$ cat src/logic/conv_pkg.sv
/*
  Shared constants and types for the four-channel sample/convert/readout control.
  Assumes a 125 MHz system clock; all timing counts are derived from it here.
*/
package conv_pkg;

  // ----------------------------------------------------------------
  // Data path shape
  // ----------------------------------------------------------------
  localparam int DATA_W = 12; // Result width
  localparam int CHANNELS = 4; // Track/hold channels
  localparam int CH_W = 2; // Channel index width
  localparam int FIFO_DEPTH = 32; // Result buffer depth
  localparam logic [CH_W-1:0] CH_FIRST = 2'h0;
  localparam logic [CH_W-1:0] CH_LAST = 2'h3;

  // ----------------------------------------------------------------
  // Successive approximation sequence
  // ----------------------------------------------------------------
  localparam int SETTLE_TICKS = 7; // Conversion clock edges per channel settle
  localparam logic [3:0] CNT_ZERO = 4'h0;
  localparam logic [3:0] CNT_ONE = 4'h1;
  localparam logic [3:0] BIT_TOP = 4'hB;      // First trial bit (MSB)
  localparam logic [DATA_W-1:0] TRIAL_MSB = 12'h800;
  localparam logic [DATA_W-1:0] SIGN_FLIP = 12'h800;   // Offset binary to two's complement
  localparam logic [DATA_W-1:0] DATA_IDLE = 12'h000;

  // ----------------------------------------------------------------
  // Timing
  // ----------------------------------------------------------------
  localparam int CLK_PERIOD_NS = 8; // System clock period
  localparam int INT_OSC_PERIOD_NS = 400; // Internal conversion clock period
  localparam int INT_OSC_DIV = (INT_OSC_PERIOD_NS + CLK_PERIOD_NS - 1) / CLK_PERIOD_NS;
  localparam int DIV_W = 6;
  localparam logic [DIV_W-1:0] DIV_ZERO = 6'h00;
  localparam logic [DIV_W-1:0] DIV_LAST = DIV_W'(INT_OSC_DIV - 1);

  // ----------------------------------------------------------------
  // Pin synchroniser slots
  // ----------------------------------------------------------------
  localparam int SYNC_N = 6;
  localparam int SY_TRIG = 0;
  localparam int SY_CS = 1;
  localparam int SY_RD = 2;
  localparam int SY_CLK = 3;
  localparam int SY_OSC = 4;
  localparam int SY_CMP = 5;

  // Sequencer states, Gray coded along the usual path
  typedef enum logic [2:0] {
    S_IDLE = 3'h0,
    S_START = 3'h1,
    S_SETTLE = 3'h3,
    S_TRIAL = 3'h2,
    S_STORE = 3'h6,
    S_FINISH = 3'h7
  } sar_state_e;

endpackage : conv_pkg

$ cat src/logic/stream_if.sv
/*
  Valid/ready word stream between the sequencer, the result buffer and the read port.
  Assumes both ends run on the same clock.
*/
`timescale 1ns/1ps

interface stream_if #(parameter int W = 12);
  logic valid;            // Word offered
  logic ready;            // Word taken when both high
  logic [W-1:0] data;     // Word

  modport src (output valid, output data, input ready);
  modport snk (input valid, input data, output ready);
endinterface : stream_if

$ cat src/logic/sample_fifo.sv
/*
  Result buffer: flip-flop FIFO with valid/ready on both sides and a flush.
  Assumes DEPTH is a power of two so pointers wrap naturally.
*/
`timescale 1ns/1ps

module sample_fifo #(
  parameter int W = 12,
  parameter int DEPTH = 32
) (
  // Clock and control
  input wire logic clock,
  input wire logic rst_n,
  input wire logic clk_en,
  input wire logic flush,
  // Streams
  stream_if.snk fill,
  stream_if.src drain
);

  localparam int AW = $clog2(DEPTH);
  localparam logic [AW:0] CNT_FULL = (AW+1)'(DEPTH);
  localparam logic [AW:0] CNT_EMPTY = '0;

  logic [W-1:0] mem_ff [DEPTH];   // Storage
  logic [AW-1:0] wr_ptr_ff;       // Next write slot
  logic [AW-1:0] rd_ptr_ff;       // Head slot
  logic [AW:0] count_ff;          // Words held
  logic push;
  logic pop;

  // ----------------------------------------------------------------
  // Handshakes
  // ----------------------------------------------------------------
  assign fill.ready = (count_ff != CNT_FULL);
  assign drain.valid = (count_ff != CNT_EMPTY);
  assign drain.data = mem_ff[rd_ptr_ff];
  assign push = fill.valid & fill.ready;
  assign pop = drain.valid & drain.ready;

  // Storage write
  always_ff @(posedge clock) begin
    if (clk_en && push && !flush) begin
      mem_ff[wr_ptr_ff] <= fill.data;
    end
  end

  // Pointers and fill level; flush empties the buffer
  always_ff @(posedge clock or negedge rst_n) begin
    if (!rst_n) begin
      wr_ptr_ff <= '0;
      rd_ptr_ff <= '0;
      count_ff <= CNT_EMPTY;
    end else if (clk_en) begin
      if (flush) begin
        wr_ptr_ff <= '0;
        rd_ptr_ff <= '0;
        count_ff <= CNT_EMPTY;
      end else begin
        wr_ptr_ff <= wr_ptr_ff + AW'(push);
        rd_ptr_ff <= rd_ptr_ff + AW'(pop);
        count_ff <= count_ff + (AW+1)'(push) - (AW+1)'(pop);
      end
    end
  end

endmodule : sample_fifo

$ cat src/logic/sar_sequencer.sv
/*
  Four-channel successive approximation sequencer.
  Assumes conv_tick is a one-cycle pulse per conversion clock rising edge and
  comparator_high is already synchronised.
*/
`timescale 1ns/1ps

module sar_sequencer #(
  parameter int SETTLE = conv_pkg::SETTLE_TICKS
) (
  // Clock and control
  input wire logic clock,
  input wire logic rst_n,
  input wire logic clk_en,
  input wire logic start,
  input wire logic conv_tick,
  // Analog front end
  input wire logic comparator_high,
  output logic [conv_pkg::CH_W-1:0] mux_select,
  output logic [conv_pkg::DATA_W-1:0] dac_code,
  // Status
  output logic busy,
  output logic seq_done,
  // Results
  stream_if.src result
);

  localparam logic [3:0] SETTLE_LAST = 4'(SETTLE - 1);

  conv_pkg::sar_state_e state_ff, nxt_state;
  logic [conv_pkg::CH_W-1:0] ch_ff, nxt_ch;        // Channel in conversion
  logic [3:0] cnt_ff, nxt_cnt;                     // Settle count or trial bit
  logic [conv_pkg::DATA_W-1:0] code_ff, nxt_code;  // Trial code, offset binary

  // ----------------------------------------------------------------
  // Outputs
  // ----------------------------------------------------------------
  assign mux_select = ch_ff;
  assign dac_code = code_ff;
  assign busy = (state_ff != conv_pkg::S_IDLE);
  assign seq_done = (state_ff == conv_pkg::S_FINISH) & conv_tick & ~start;
  assign result.valid = (state_ff == conv_pkg::S_STORE);
  assign result.data = code_ff ^ conv_pkg::SIGN_FLIP;

  // Next state: start restarts at channel one from any state
  always_comb begin
    nxt_state = state_ff;
    nxt_ch = ch_ff;
    nxt_cnt = cnt_ff;
    nxt_code = code_ff;
    if (start) begin
      nxt_state = conv_pkg::S_START;
      nxt_ch = conv_pkg::CH_FIRST;
      nxt_cnt = conv_pkg::CNT_ZERO;
      nxt_code = conv_pkg::DATA_IDLE;
    end else begin
      case (state_ff)
        // First tick aligns the asynchronous trigger with the clock
        conv_pkg::S_START: begin
          if (conv_tick) begin
            nxt_state = conv_pkg::S_SETTLE;
          end
        end
        // Let the multiplexer settle on the held channel
        conv_pkg::S_SETTLE: begin
          if (conv_tick) begin
            if (cnt_ff == SETTLE_LAST) begin
              nxt_state = conv_pkg::S_TRIAL;
              nxt_cnt = conv_pkg::BIT_TOP;
              nxt_code = conv_pkg::TRIAL_MSB;
            end else begin
              nxt_cnt = cnt_ff + conv_pkg::CNT_ONE;
            end
          end
        end
        // One bit decided per tick, MSB first
        conv_pkg::S_TRIAL: begin
          if (conv_tick) begin
            if (!comparator_high) begin
              nxt_code[cnt_ff] = 1'b0;
            end
            if (cnt_ff == conv_pkg::CNT_ZERO) begin
              nxt_state = conv_pkg::S_STORE;
            end else begin
              nxt_code[cnt_ff - conv_pkg::CNT_ONE] = 1'b1;
              nxt_cnt = cnt_ff - conv_pkg::CNT_ONE;
            end
          end
        end
        // Hand the result to the buffer, stall while it is full
        conv_pkg::S_STORE: begin
          if (result.ready) begin
            if (ch_ff == conv_pkg::CH_LAST) begin
              nxt_state = conv_pkg::S_FINISH;
            end else begin
              nxt_state = conv_pkg::S_SETTLE;
              nxt_ch = ch_ff + 2'h1;
              nxt_cnt = conv_pkg::CNT_ZERO;
            end
          end
        end
        // Closing tick, completion flagged here
        conv_pkg::S_FINISH: begin
          if (conv_tick) begin
            nxt_state = conv_pkg::S_IDLE;
          end
        end
        default: begin
          nxt_state = conv_pkg::S_IDLE;
        end
      endcase
    end
  end

  // State registers
  always_ff @(posedge clock or negedge rst_n) begin
    if (!rst_n) begin
      state_ff <= conv_pkg::S_IDLE;
      ch_ff <= conv_pkg::CH_FIRST;
      cnt_ff <= conv_pkg::CNT_ZERO;
      code_ff <= conv_pkg::DATA_IDLE;
    end else if (clk_en) begin
      state_ff <= nxt_state;
      ch_ff <= nxt_ch;
      cnt_ff <= nxt_cnt;
      code_ff <= nxt_code;
    end
  end

endmodule : sar_sequencer

$ cat src/logic/adc_control.sv
/*
  Top of the four-channel sample/convert/readout control: pin synchronisers,
  conversion clock selection, track/hold control, completion flag and the
  sequential read port onto a three-state result bus.
  Assumes an external pad resolves sample_data_bus from its output enable and
  that the comparator and conversion clock pins are asynchronous to clock.
*/
// How it works
// - trigger rise holds all channels, starts conversion
// - channels converted one to four in order
// - trigger taken asynchronously, ignoring select and read
// - data bus driven while select and read low, released two clock edges after either rises
// - four reads return channels one to four
// - select active low gates all read strobes
// - external conversion clock, or internal oscillator when off
// - done flag low means results are available
// - done falling returns all stages to track
// - results two's complement, bit eleven most significant
// - done low only after four results stored
// - sequence takes 78 or 79 conversion clock edges
// - no direct result selection, sequential reads only
`timescale 1ns/1ps

module adc_control #(
  parameter int FIFO_DEPTH = conv_pkg::FIFO_DEPTH
) (
  // Clock, reset, enable
  input wire logic clock,
  input wire logic nrst,
  input wire logic clk_en,
  // Host bus pins
  input wire logic conversion_trigger,
  input wire logic chip_select_n,
  input wire logic read_strobe_n,
  output logic [conv_pkg::DATA_W-1:0] sample_data_bus_o,
  output logic sample_data_bus_oe,
  output logic conversion_done_n,
  // Conversion clock pin and its tied-off detection
  input wire logic conv_clock_pin,
  input wire logic conv_clock_pin_off,
  // Analog front end
  input wire logic comparator_high,
  output logic track_hold_hold,
  output logic [conv_pkg::CH_W-1:0] mux_select,
  output logic [conv_pkg::DATA_W-1:0] dac_code
);

  // ----------------------------------------------------------------
  // Reset release
  // ----------------------------------------------------------------
  logic rst_meta_ff;    // First reset stage
  logic rst_sync_ff;    // Released reset used everywhere
  logic rst_n;

  // Reset asserts at once, releases after two edges
  always_ff @(posedge clock or negedge nrst) begin
    if (!nrst) begin
      rst_meta_ff <= 1'b0;
      rst_sync_ff <= 1'b0;
    end else begin
      rst_meta_ff <= 1'b1;
      rst_sync_ff <= rst_meta_ff;
    end
  end
  assign rst_n = rst_sync_ff;

  // ----------------------------------------------------------------
  // Pin synchronisers
  // ----------------------------------------------------------------
  logic [conv_pkg::SYNC_N-1:0] pin_raw;      // Asynchronous pin levels
  logic [conv_pkg::SYNC_N-1:0] sync_meta_ff; // First stage, read by second only
  logic [conv_pkg::SYNC_N-1:0] sync_ff;      // Safe pin levels

  assign pin_raw[conv_pkg::SY_TRIG] = conversion_trigger;
  assign pin_raw[conv_pkg::SY_CS] = chip_select_n;
  assign pin_raw[conv_pkg::SY_RD] = read_strobe_n;
  assign pin_raw[conv_pkg::SY_CLK] = conv_clock_pin;
  assign pin_raw[conv_pkg::SY_OSC] = conv_clock_pin_off;
  assign pin_raw[conv_pkg::SY_CMP] = comparator_high;

  // Two flip-flops per pin; strobes idle high
  genvar gi;
  generate
    for (gi = 0; gi < conv_pkg::SYNC_N; gi++) begin : g_sync
      always_ff @(posedge clock or negedge rst_n) begin
        if (!rst_n) begin
          sync_meta_ff[gi] <= 1'b1;
          sync_ff[gi] <= 1'b1;
        end else if (clk_en) begin
          sync_meta_ff[gi] <= pin_raw[gi];
          sync_ff[gi] <= sync_meta_ff[gi];
        end
      end
    end
  endgenerate

  // ----------------------------------------------------------------
  // Edge detection
  // ----------------------------------------------------------------
  logic trig_d_ff;      // Trigger one cycle back
  logic clk_d_ff;       // Conversion clock pin one cycle back
  logic rd_act_d_ff;    // Read access one cycle back
  logic trig_rise;      // Trigger low to high
  logic ext_rise;       // External conversion clock rising edge
  logic rd_act;         // Selected read in progress
  logic rd_start;       // First cycle of a read

  assign trig_rise = sync_ff[conv_pkg::SY_TRIG] & ~trig_d_ff;
  assign ext_rise = sync_ff[conv_pkg::SY_CLK] & ~clk_d_ff;
  assign rd_act = ~sync_ff[conv_pkg::SY_CS] & ~sync_ff[conv_pkg::SY_RD];
  assign rd_start = rd_act & ~rd_act_d_ff;

  // Previous levels for the edge detectors
  always_ff @(posedge clock or negedge rst_n) begin
    if (!rst_n) begin
      trig_d_ff <= 1'b1;
      clk_d_ff <= 1'b1;
      rd_act_d_ff <= 1'b0;
    end else if (clk_en) begin
      trig_d_ff <= sync_ff[conv_pkg::SY_TRIG];
      clk_d_ff <= sync_ff[conv_pkg::SY_CLK];
      rd_act_d_ff <= rd_act;
    end
  end

  // ----------------------------------------------------------------
  // Conversion clock
  // ----------------------------------------------------------------
  logic [conv_pkg::DIV_W-1:0] div_ff;   // Internal oscillator divider
  logic osc_tick;                       // Internal oscillator edge
  logic conv_tick;                      // Selected conversion clock edge

  assign osc_tick = (div_ff == conv_pkg::DIV_LAST);
  assign conv_tick = sync_ff[conv_pkg::SY_OSC] ? osc_tick : ext_rise;

  // Free running divider standing in for the internal oscillator
  always_ff @(posedge clock or negedge rst_n) begin
    if (!rst_n) begin
      div_ff <= conv_pkg::DIV_ZERO;
    end else if (clk_en) begin
      div_ff <= osc_tick ? conv_pkg::DIV_ZERO : div_ff + 6'h01;
    end
  end

  // ----------------------------------------------------------------
  // Sequencer and result buffer
  // ----------------------------------------------------------------
  stream_if #(.W(conv_pkg::DATA_W)) to_buf ();
  stream_if #(.W(conv_pkg::DATA_W)) from_buf ();
  logic seq_done;     // Fourth result stored, sequence closed

  // Converts the held channels; a trigger restarts it
  sar_sequencer #(
    .SETTLE(conv_pkg::SETTLE_TICKS)
  ) u_seq (
    .clock(clock),
    .rst_n(rst_n),
    .clk_en(clk_en),
    .start(trig_rise),
    .conv_tick(conv_tick),
    .comparator_high(sync_ff[conv_pkg::SY_CMP]),
    .mux_select(mux_select),
    .dac_code(dac_code),
    .busy(),
    .seq_done(seq_done),
    .result(to_buf.src)
  );

  // Results wait here in channel order; a trigger flushes them
  sample_fifo #(
    .W(conv_pkg::DATA_W),
    .DEPTH(FIFO_DEPTH)
  ) u_buf (
    .clock(clock),
    .rst_n(rst_n),
    .clk_en(clk_en),
    .flush(trig_rise),
    .fill(to_buf.snk),
    .drain(from_buf.src)
  );

  // ----------------------------------------------------------------
  // Read port
  // ----------------------------------------------------------------
  logic [conv_pkg::DATA_W-1:0] data_ff;   // Word on the bus

  // Each read takes the head word, so order is the only way in
  assign from_buf.ready = rd_start;

  // Capture the next result at the start of each read
  always_ff @(posedge clock or negedge rst_n) begin
    if (!rst_n) begin
      data_ff <= conv_pkg::DATA_IDLE;
    end else if (clk_en && rd_start) begin
      data_ff <= from_buf.valid ? from_buf.data : conv_pkg::DATA_IDLE;
    end
  end

  assign sample_data_bus_o = data_ff;
  assign sample_data_bus_oe = rd_act & rd_act_d_ff;

  // ----------------------------------------------------------------
  // Completion flag and track/hold
  // ----------------------------------------------------------------
  logic done_n_ff;    // Results ready, active low
  logic hold_ff;      // Track/hold stages in hold

  // Completion wins over a read in the same cycle; a trigger in that cycle suppresses completion
  always_ff @(posedge clock or negedge rst_n) begin
    if (!rst_n) begin
      done_n_ff <= 1'b1;
    end else if (clk_en) begin
      if (seq_done) begin
        done_n_ff <= 1'b0;
      end else if (rd_start || trig_rise) begin
        done_n_ff <= 1'b1;
      end
    end
  end

  // Hold from the trigger until completion is flagged
  always_ff @(posedge clock or negedge rst_n) begin
    if (!rst_n) begin
      hold_ff <= 1'b0;
    end else if (clk_en) begin
      if (trig_rise) begin
        hold_ff <= 1'b1;
      end else if (seq_done) begin
        hold_ff <= 1'b0;
      end
    end
  end

  assign conversion_done_n = done_n_ff;
  assign track_hold_hold = hold_ff;

endmodule : adc_control

$ cat config.mk
export PLATFORM = sky130hd
export DESIGN_NAME = adc_control
export DESIGN_NICKNAME = d
export VERILOG_FILES = /design/src/logic/conv_pkg.sv /design/src/logic/stream_if.sv /design/src/logic/sample_fifo.sv /design/src/logic/sar_sequencer.sv /design/src/logic/adc_control.sv
export SDC_FILE = /design/constraint.sdc
export NUM_CORES = 1
export LEC_CHECK = 0
export ABC_AREA = 0
export BUFFER_PORTS_ARGS = -buffer_cell sky130_fd_sc_hd__buf_4
export CAP_MARGIN = 20
export CORE_UTILIZATION = 55
export CTS_CLUSTER_DIAMETER = 30
export CTS_CLUSTER_SIZE = 10
export DETAILED_ROUTE_END_ITERATION = 8
export PLACE_DENSITY_LB_ADDON = 0.12
export SLEW_MARGIN = 5
export SYNTH_ARGS = -nofsm -noshare
export SYNTH_HDL_FRONTEND = slang
export SYNTH_SLANG_ARGS = --single-unit
$ cat constraint.sdc
create_clock -name clock -period 2.3 [get_ports clock]
set_input_delay 0.46 -clock clock [delete_from_list [all_inputs] [get_ports clock]]
set_output_delay 0.46 -clock clock [all_outputs]
set_load 0.05 [all_outputs]
==> flow_metrics.py <==
metrics = {
    "die": {
        "fp.dieW_um": 187,
        "ios": 38,
        "initial_core_util": 0.561,
        "coreArea_um2": 33700,
        "die_area_um2": 35100,
        "die_y_um": 187,
        "num_rows": 67,
    },
    "placed_design": {
        "place_inst": 1630,
        "finalWeightedCongestion": 0.861,
        "detailed_place_hpwl_mm": 28.3,
        "io_buffers": 37,
        "pre_cts_ws_ns": -0.335,
    },
    "pwr": {
        "seqPwrFrac": 0.327,
        "p_int_w": 0.0214,
        "clock_power_share": 0.434,
        "fin_total_pwr_w": 0.0297,
        "leakagePower_nw": 9.10,
        "pwr-share-comb": 0.239,
        "p_per_area_nw_per_um2": 1200,
        "peakVddDrop_v": 0.000823,
        "p_sw_frac": 0.278,
        "switching_power_w": 0.00826,
    },
    "detailed_routing": {
        "drcViolationCount": 0,
        "drt_iter0_markers": 1042,
        "totalWireLength_mm": 47.9,
        "via_count": 11228,
        "antenna_left": 0,
        "avgViaCountPerCell": 6.20,
        "firstDrtPassIters": 5,
        "detail_route.wl_per_cell_um": 26.5,
    },
    "sta": {
        "setup_slack_ns": -0.0740,
        "fin_crit_sh": 1.03,
        "slew_headroom": 0.352,
        "slew_viol_final": 0,
        "tightest_slew_ns": 0.970,
        "final.setup_skew_ns": 0.0262,
        "hold_viol": 0,
        "rsz0062_at_grt": "yes",
        "setup_viol": 6,
        "fin_tns_setup_ns": -0.109,
        "fmax_ghz": 0.421,
        "fin_crit_ns": 2.37,
    },
    "critical_path": {
        "crit_path_max_fanout": 3,
        "worst-endpoint-required_ns": 2.77,
        "start_kind": "flop",
        "reg2reg_depth": 8,
        "end_kind": "flop",
        "cp.arrival_ns": 2.84,
        "path_class": "reg -> reg",
    },
    "global_route": {
        "grt_usage": 0.273,
        "grt_max_degree": 35,
        "grt_overflow": 0,
        "antenna_found_initial": 0,
        "grt_pass1_wl_mm": 70.5,
        "grt_pass1_vias": 11454,
    },
    "cts": {
        "tritoncts": "done",
        "clkSlewWorstSetupHoldPaths_ns": 0.05,
        "cts.path.max_buffers": 3,
        "cts_sinks": 458,
        "cts_root_buf": "clkbuf_16",
        "numCtsBuffers": 85,
        "clock_latency_ns": 0.61,
        "cts.htree.levels": 3,
    },
    "logic_synthesis": {
        "yosysWarningCount": 0,
        "synth_ff_type": "edfxtp_1",
        "synth.largest_area_cell": "edfxtp_1",
        "synth.most_common_cell": "edfxtp_1",
        "ys_top_cells_by_count": "edfxtp_1, dfrtp_1, mux4_2, mux2i_1, nor2_1",
        "synthTopCellsByArea": "edfxtp_1, dfrtp_1, mux4_2",
        "synth_seq_cells": 458,
        "syn_area_um2": 18900,
        "async_reset_ff_frac": 0.162,
        "seq_area_frac_synth": 0.708,
        "synthDistinctLibCells": 83,
        "synth.net_count": 1097,
        "syn_area_per_cell_um2": 17.7,
        "syn_inst": 1069,
        "synth_edf_count": 384,
        "synth_top_area_frac": 0.610,
    },
    "finish": {
        "drive_above_1_share": 0.406,
        "areaGrowthSynthToFinish_pct": 31.3,
        "diodes": 0,
        "final_core_util": 0.737,
        "fin_nets": 1319,
        "fin_cells": 1812,
    },
    "hold_path": {
        "hold_depth": 2,
        "hp-class": "in -> reg",
    },
    "flow_run": {
        "drv_cap": 0,
    },
    "run_status": {
        "status": "finished with violations",
        "violations": "negative setup slack",
    },
}
==> flip-flops by register name, summed over array words and instances, names as in the netlist <==
register	flops
u_buf.mem_ff	384
sample_data_bus_o	12
u_seq.dac_code	12
div_ff	6
sync_ff	6
sync_meta_ff	6
u_buf.count_ff	6
u_buf.rd_ptr_ff	5
u_buf.wr_ptr_ff	5
u_seq.cnt_ff	4
u_seq.state_ff	3
u_seq.mux_select	2
clk_d_ff	1
conversion_done_n	1
rd_act_d_ff	1
rst_meta_ff	1
rst_n	1
track_hold_hold	1
trig_d_ff	1
==> worst max-delay path, cell delays in order, from the launching register on <==
cell and delay [ns]:
dfstp_2 0.36, or3_4 0.38, a311o_1 0.32, ha_1 0.32, a21o_1 0.19, a21oi_2 0.15, o21bai_1 0.10, and3_1 0.15
a2111o_1 0.28
==> layout make-up <==
type	count	area [µm²]
well taps	448	561
multi-input cells	518	5560
flip-flops and latches	458	13400
repair buffers	208	2210
fillers	1987	8870
clock inverters	57	734
clock buffers	103	2280
inverters	20	75.1
==> cell families (layout without fill, tap and decap cells) <==
logic type,count (synthesis),in the layout,share of synthesized area
compound gates,199,199,0.0749
xor+xnor,8,8,0.00370
fa+ha+maj,19,19,0.0130
buf+inv,93,388,0.0317
flops,458,458,0.708
mux,138,138,0.126
other cells,1,1,0.000198
simple gates,153,153,0.0419
==> per-stage QoR <==
step | cell area (µm²) | hold WS (ns)
2_1_floorplan | 19100 | 0.164
3_3_place_gp | 21000 | 0.243
3_5_place_dp | 21000 | 0.244
4_1_cts | 24300 | 0.0799
5_1_grt | 24800 | 0.0856
6_report | 24800 | 0.0986
==> final timing paths <==
path | start | end | slack [ns]
worst min register to register | rst_n | u_seq.dac_code[1] | 0.29
worst max-delay path | sync_ff[1] | u_buf.count_ff[5] | -0.07
max in group asynchronous | rst_n | sync_ff[1] | 1.38
worst max register to register | sync_ff[1] | u_buf.count_ff[5] | -0.07
min in group asynchronous | nrst | rst_n | 0.20
worst min-delay path | comparator_high | sync_meta_ff[5] | 0.1
==> cells in the final DEF, fill, tap and decap left out, types with 6 or more instances in the layout <==
cell type,Yosys,layout
a2111oi_4,0,10
a21oi_1,46,30
a21oi_2,1,14
a22o_1,29,26
a22oi_1,12,11
buf_12,2,39
buf_4,15,156
bufinv_16,0,13
clkbuf_1,16,12
clkbuf_16,0,91
clkinv_1,0,7
clkinv_2,0,9
clkinv_4,0,7
clkinvlp_4,0,11
dfrtp_1,59,54
dfstp_2,15,15
edfxtp_1,384,384
ha_1,18,15
inv_1,20,17
inv_6,0,6
mux2_2,16,16
mux2i_1,49,40
mux2i_2,0,6
mux4_1,19,13
mux4_2,54,60
nand2_1,32,29
nand2b_1,7,7
nand3_1,10,7
nor2_1,48,15
nor2_2,1,21
nor2_4,1,14
nor2b_1,9,9
nor3_1,10,9
o21ai_0,26,26
o221ai_1,12,12
o22ai_1,17,8
o22ai_2,0,7
o31ai_1,7,7
==> power groups by stage <==
stage / clock network, W / registers [W] / logic, W
detailed placement: 0 / 0.00983 / 0.00596
floorplan: 0 / 0.0101 / 0.00362
global placement: 0 / 0.00982 / 0.00591
global route: 0.0134 / 0.00976 / 0.00751
finish: 0.0129 / 0.00972 / 0.00709
CTS: 0.0130 / 0.00969 / 0.00630
==> timing repair <==
action	in CTS	in global routing
setup endpoints to repair	61	401
hold endpoints to repair	2	0
setup buffers	1	16
pin swaps	2	30
resized for setup	35	67
gates cloned	1	4
hold buffers	1	0
==> routing by layer <==
layer,global-route usage,vias to the layer above,wire [µm]
met4,0.116,0,1830
met2,0.442,480,23900
met5,0,-,0
met1,0.367,5827,19400
li1,-,4821,-
met3,0.0492,100,2810
No activity file was read; power rests on OpenSTA's default activity.
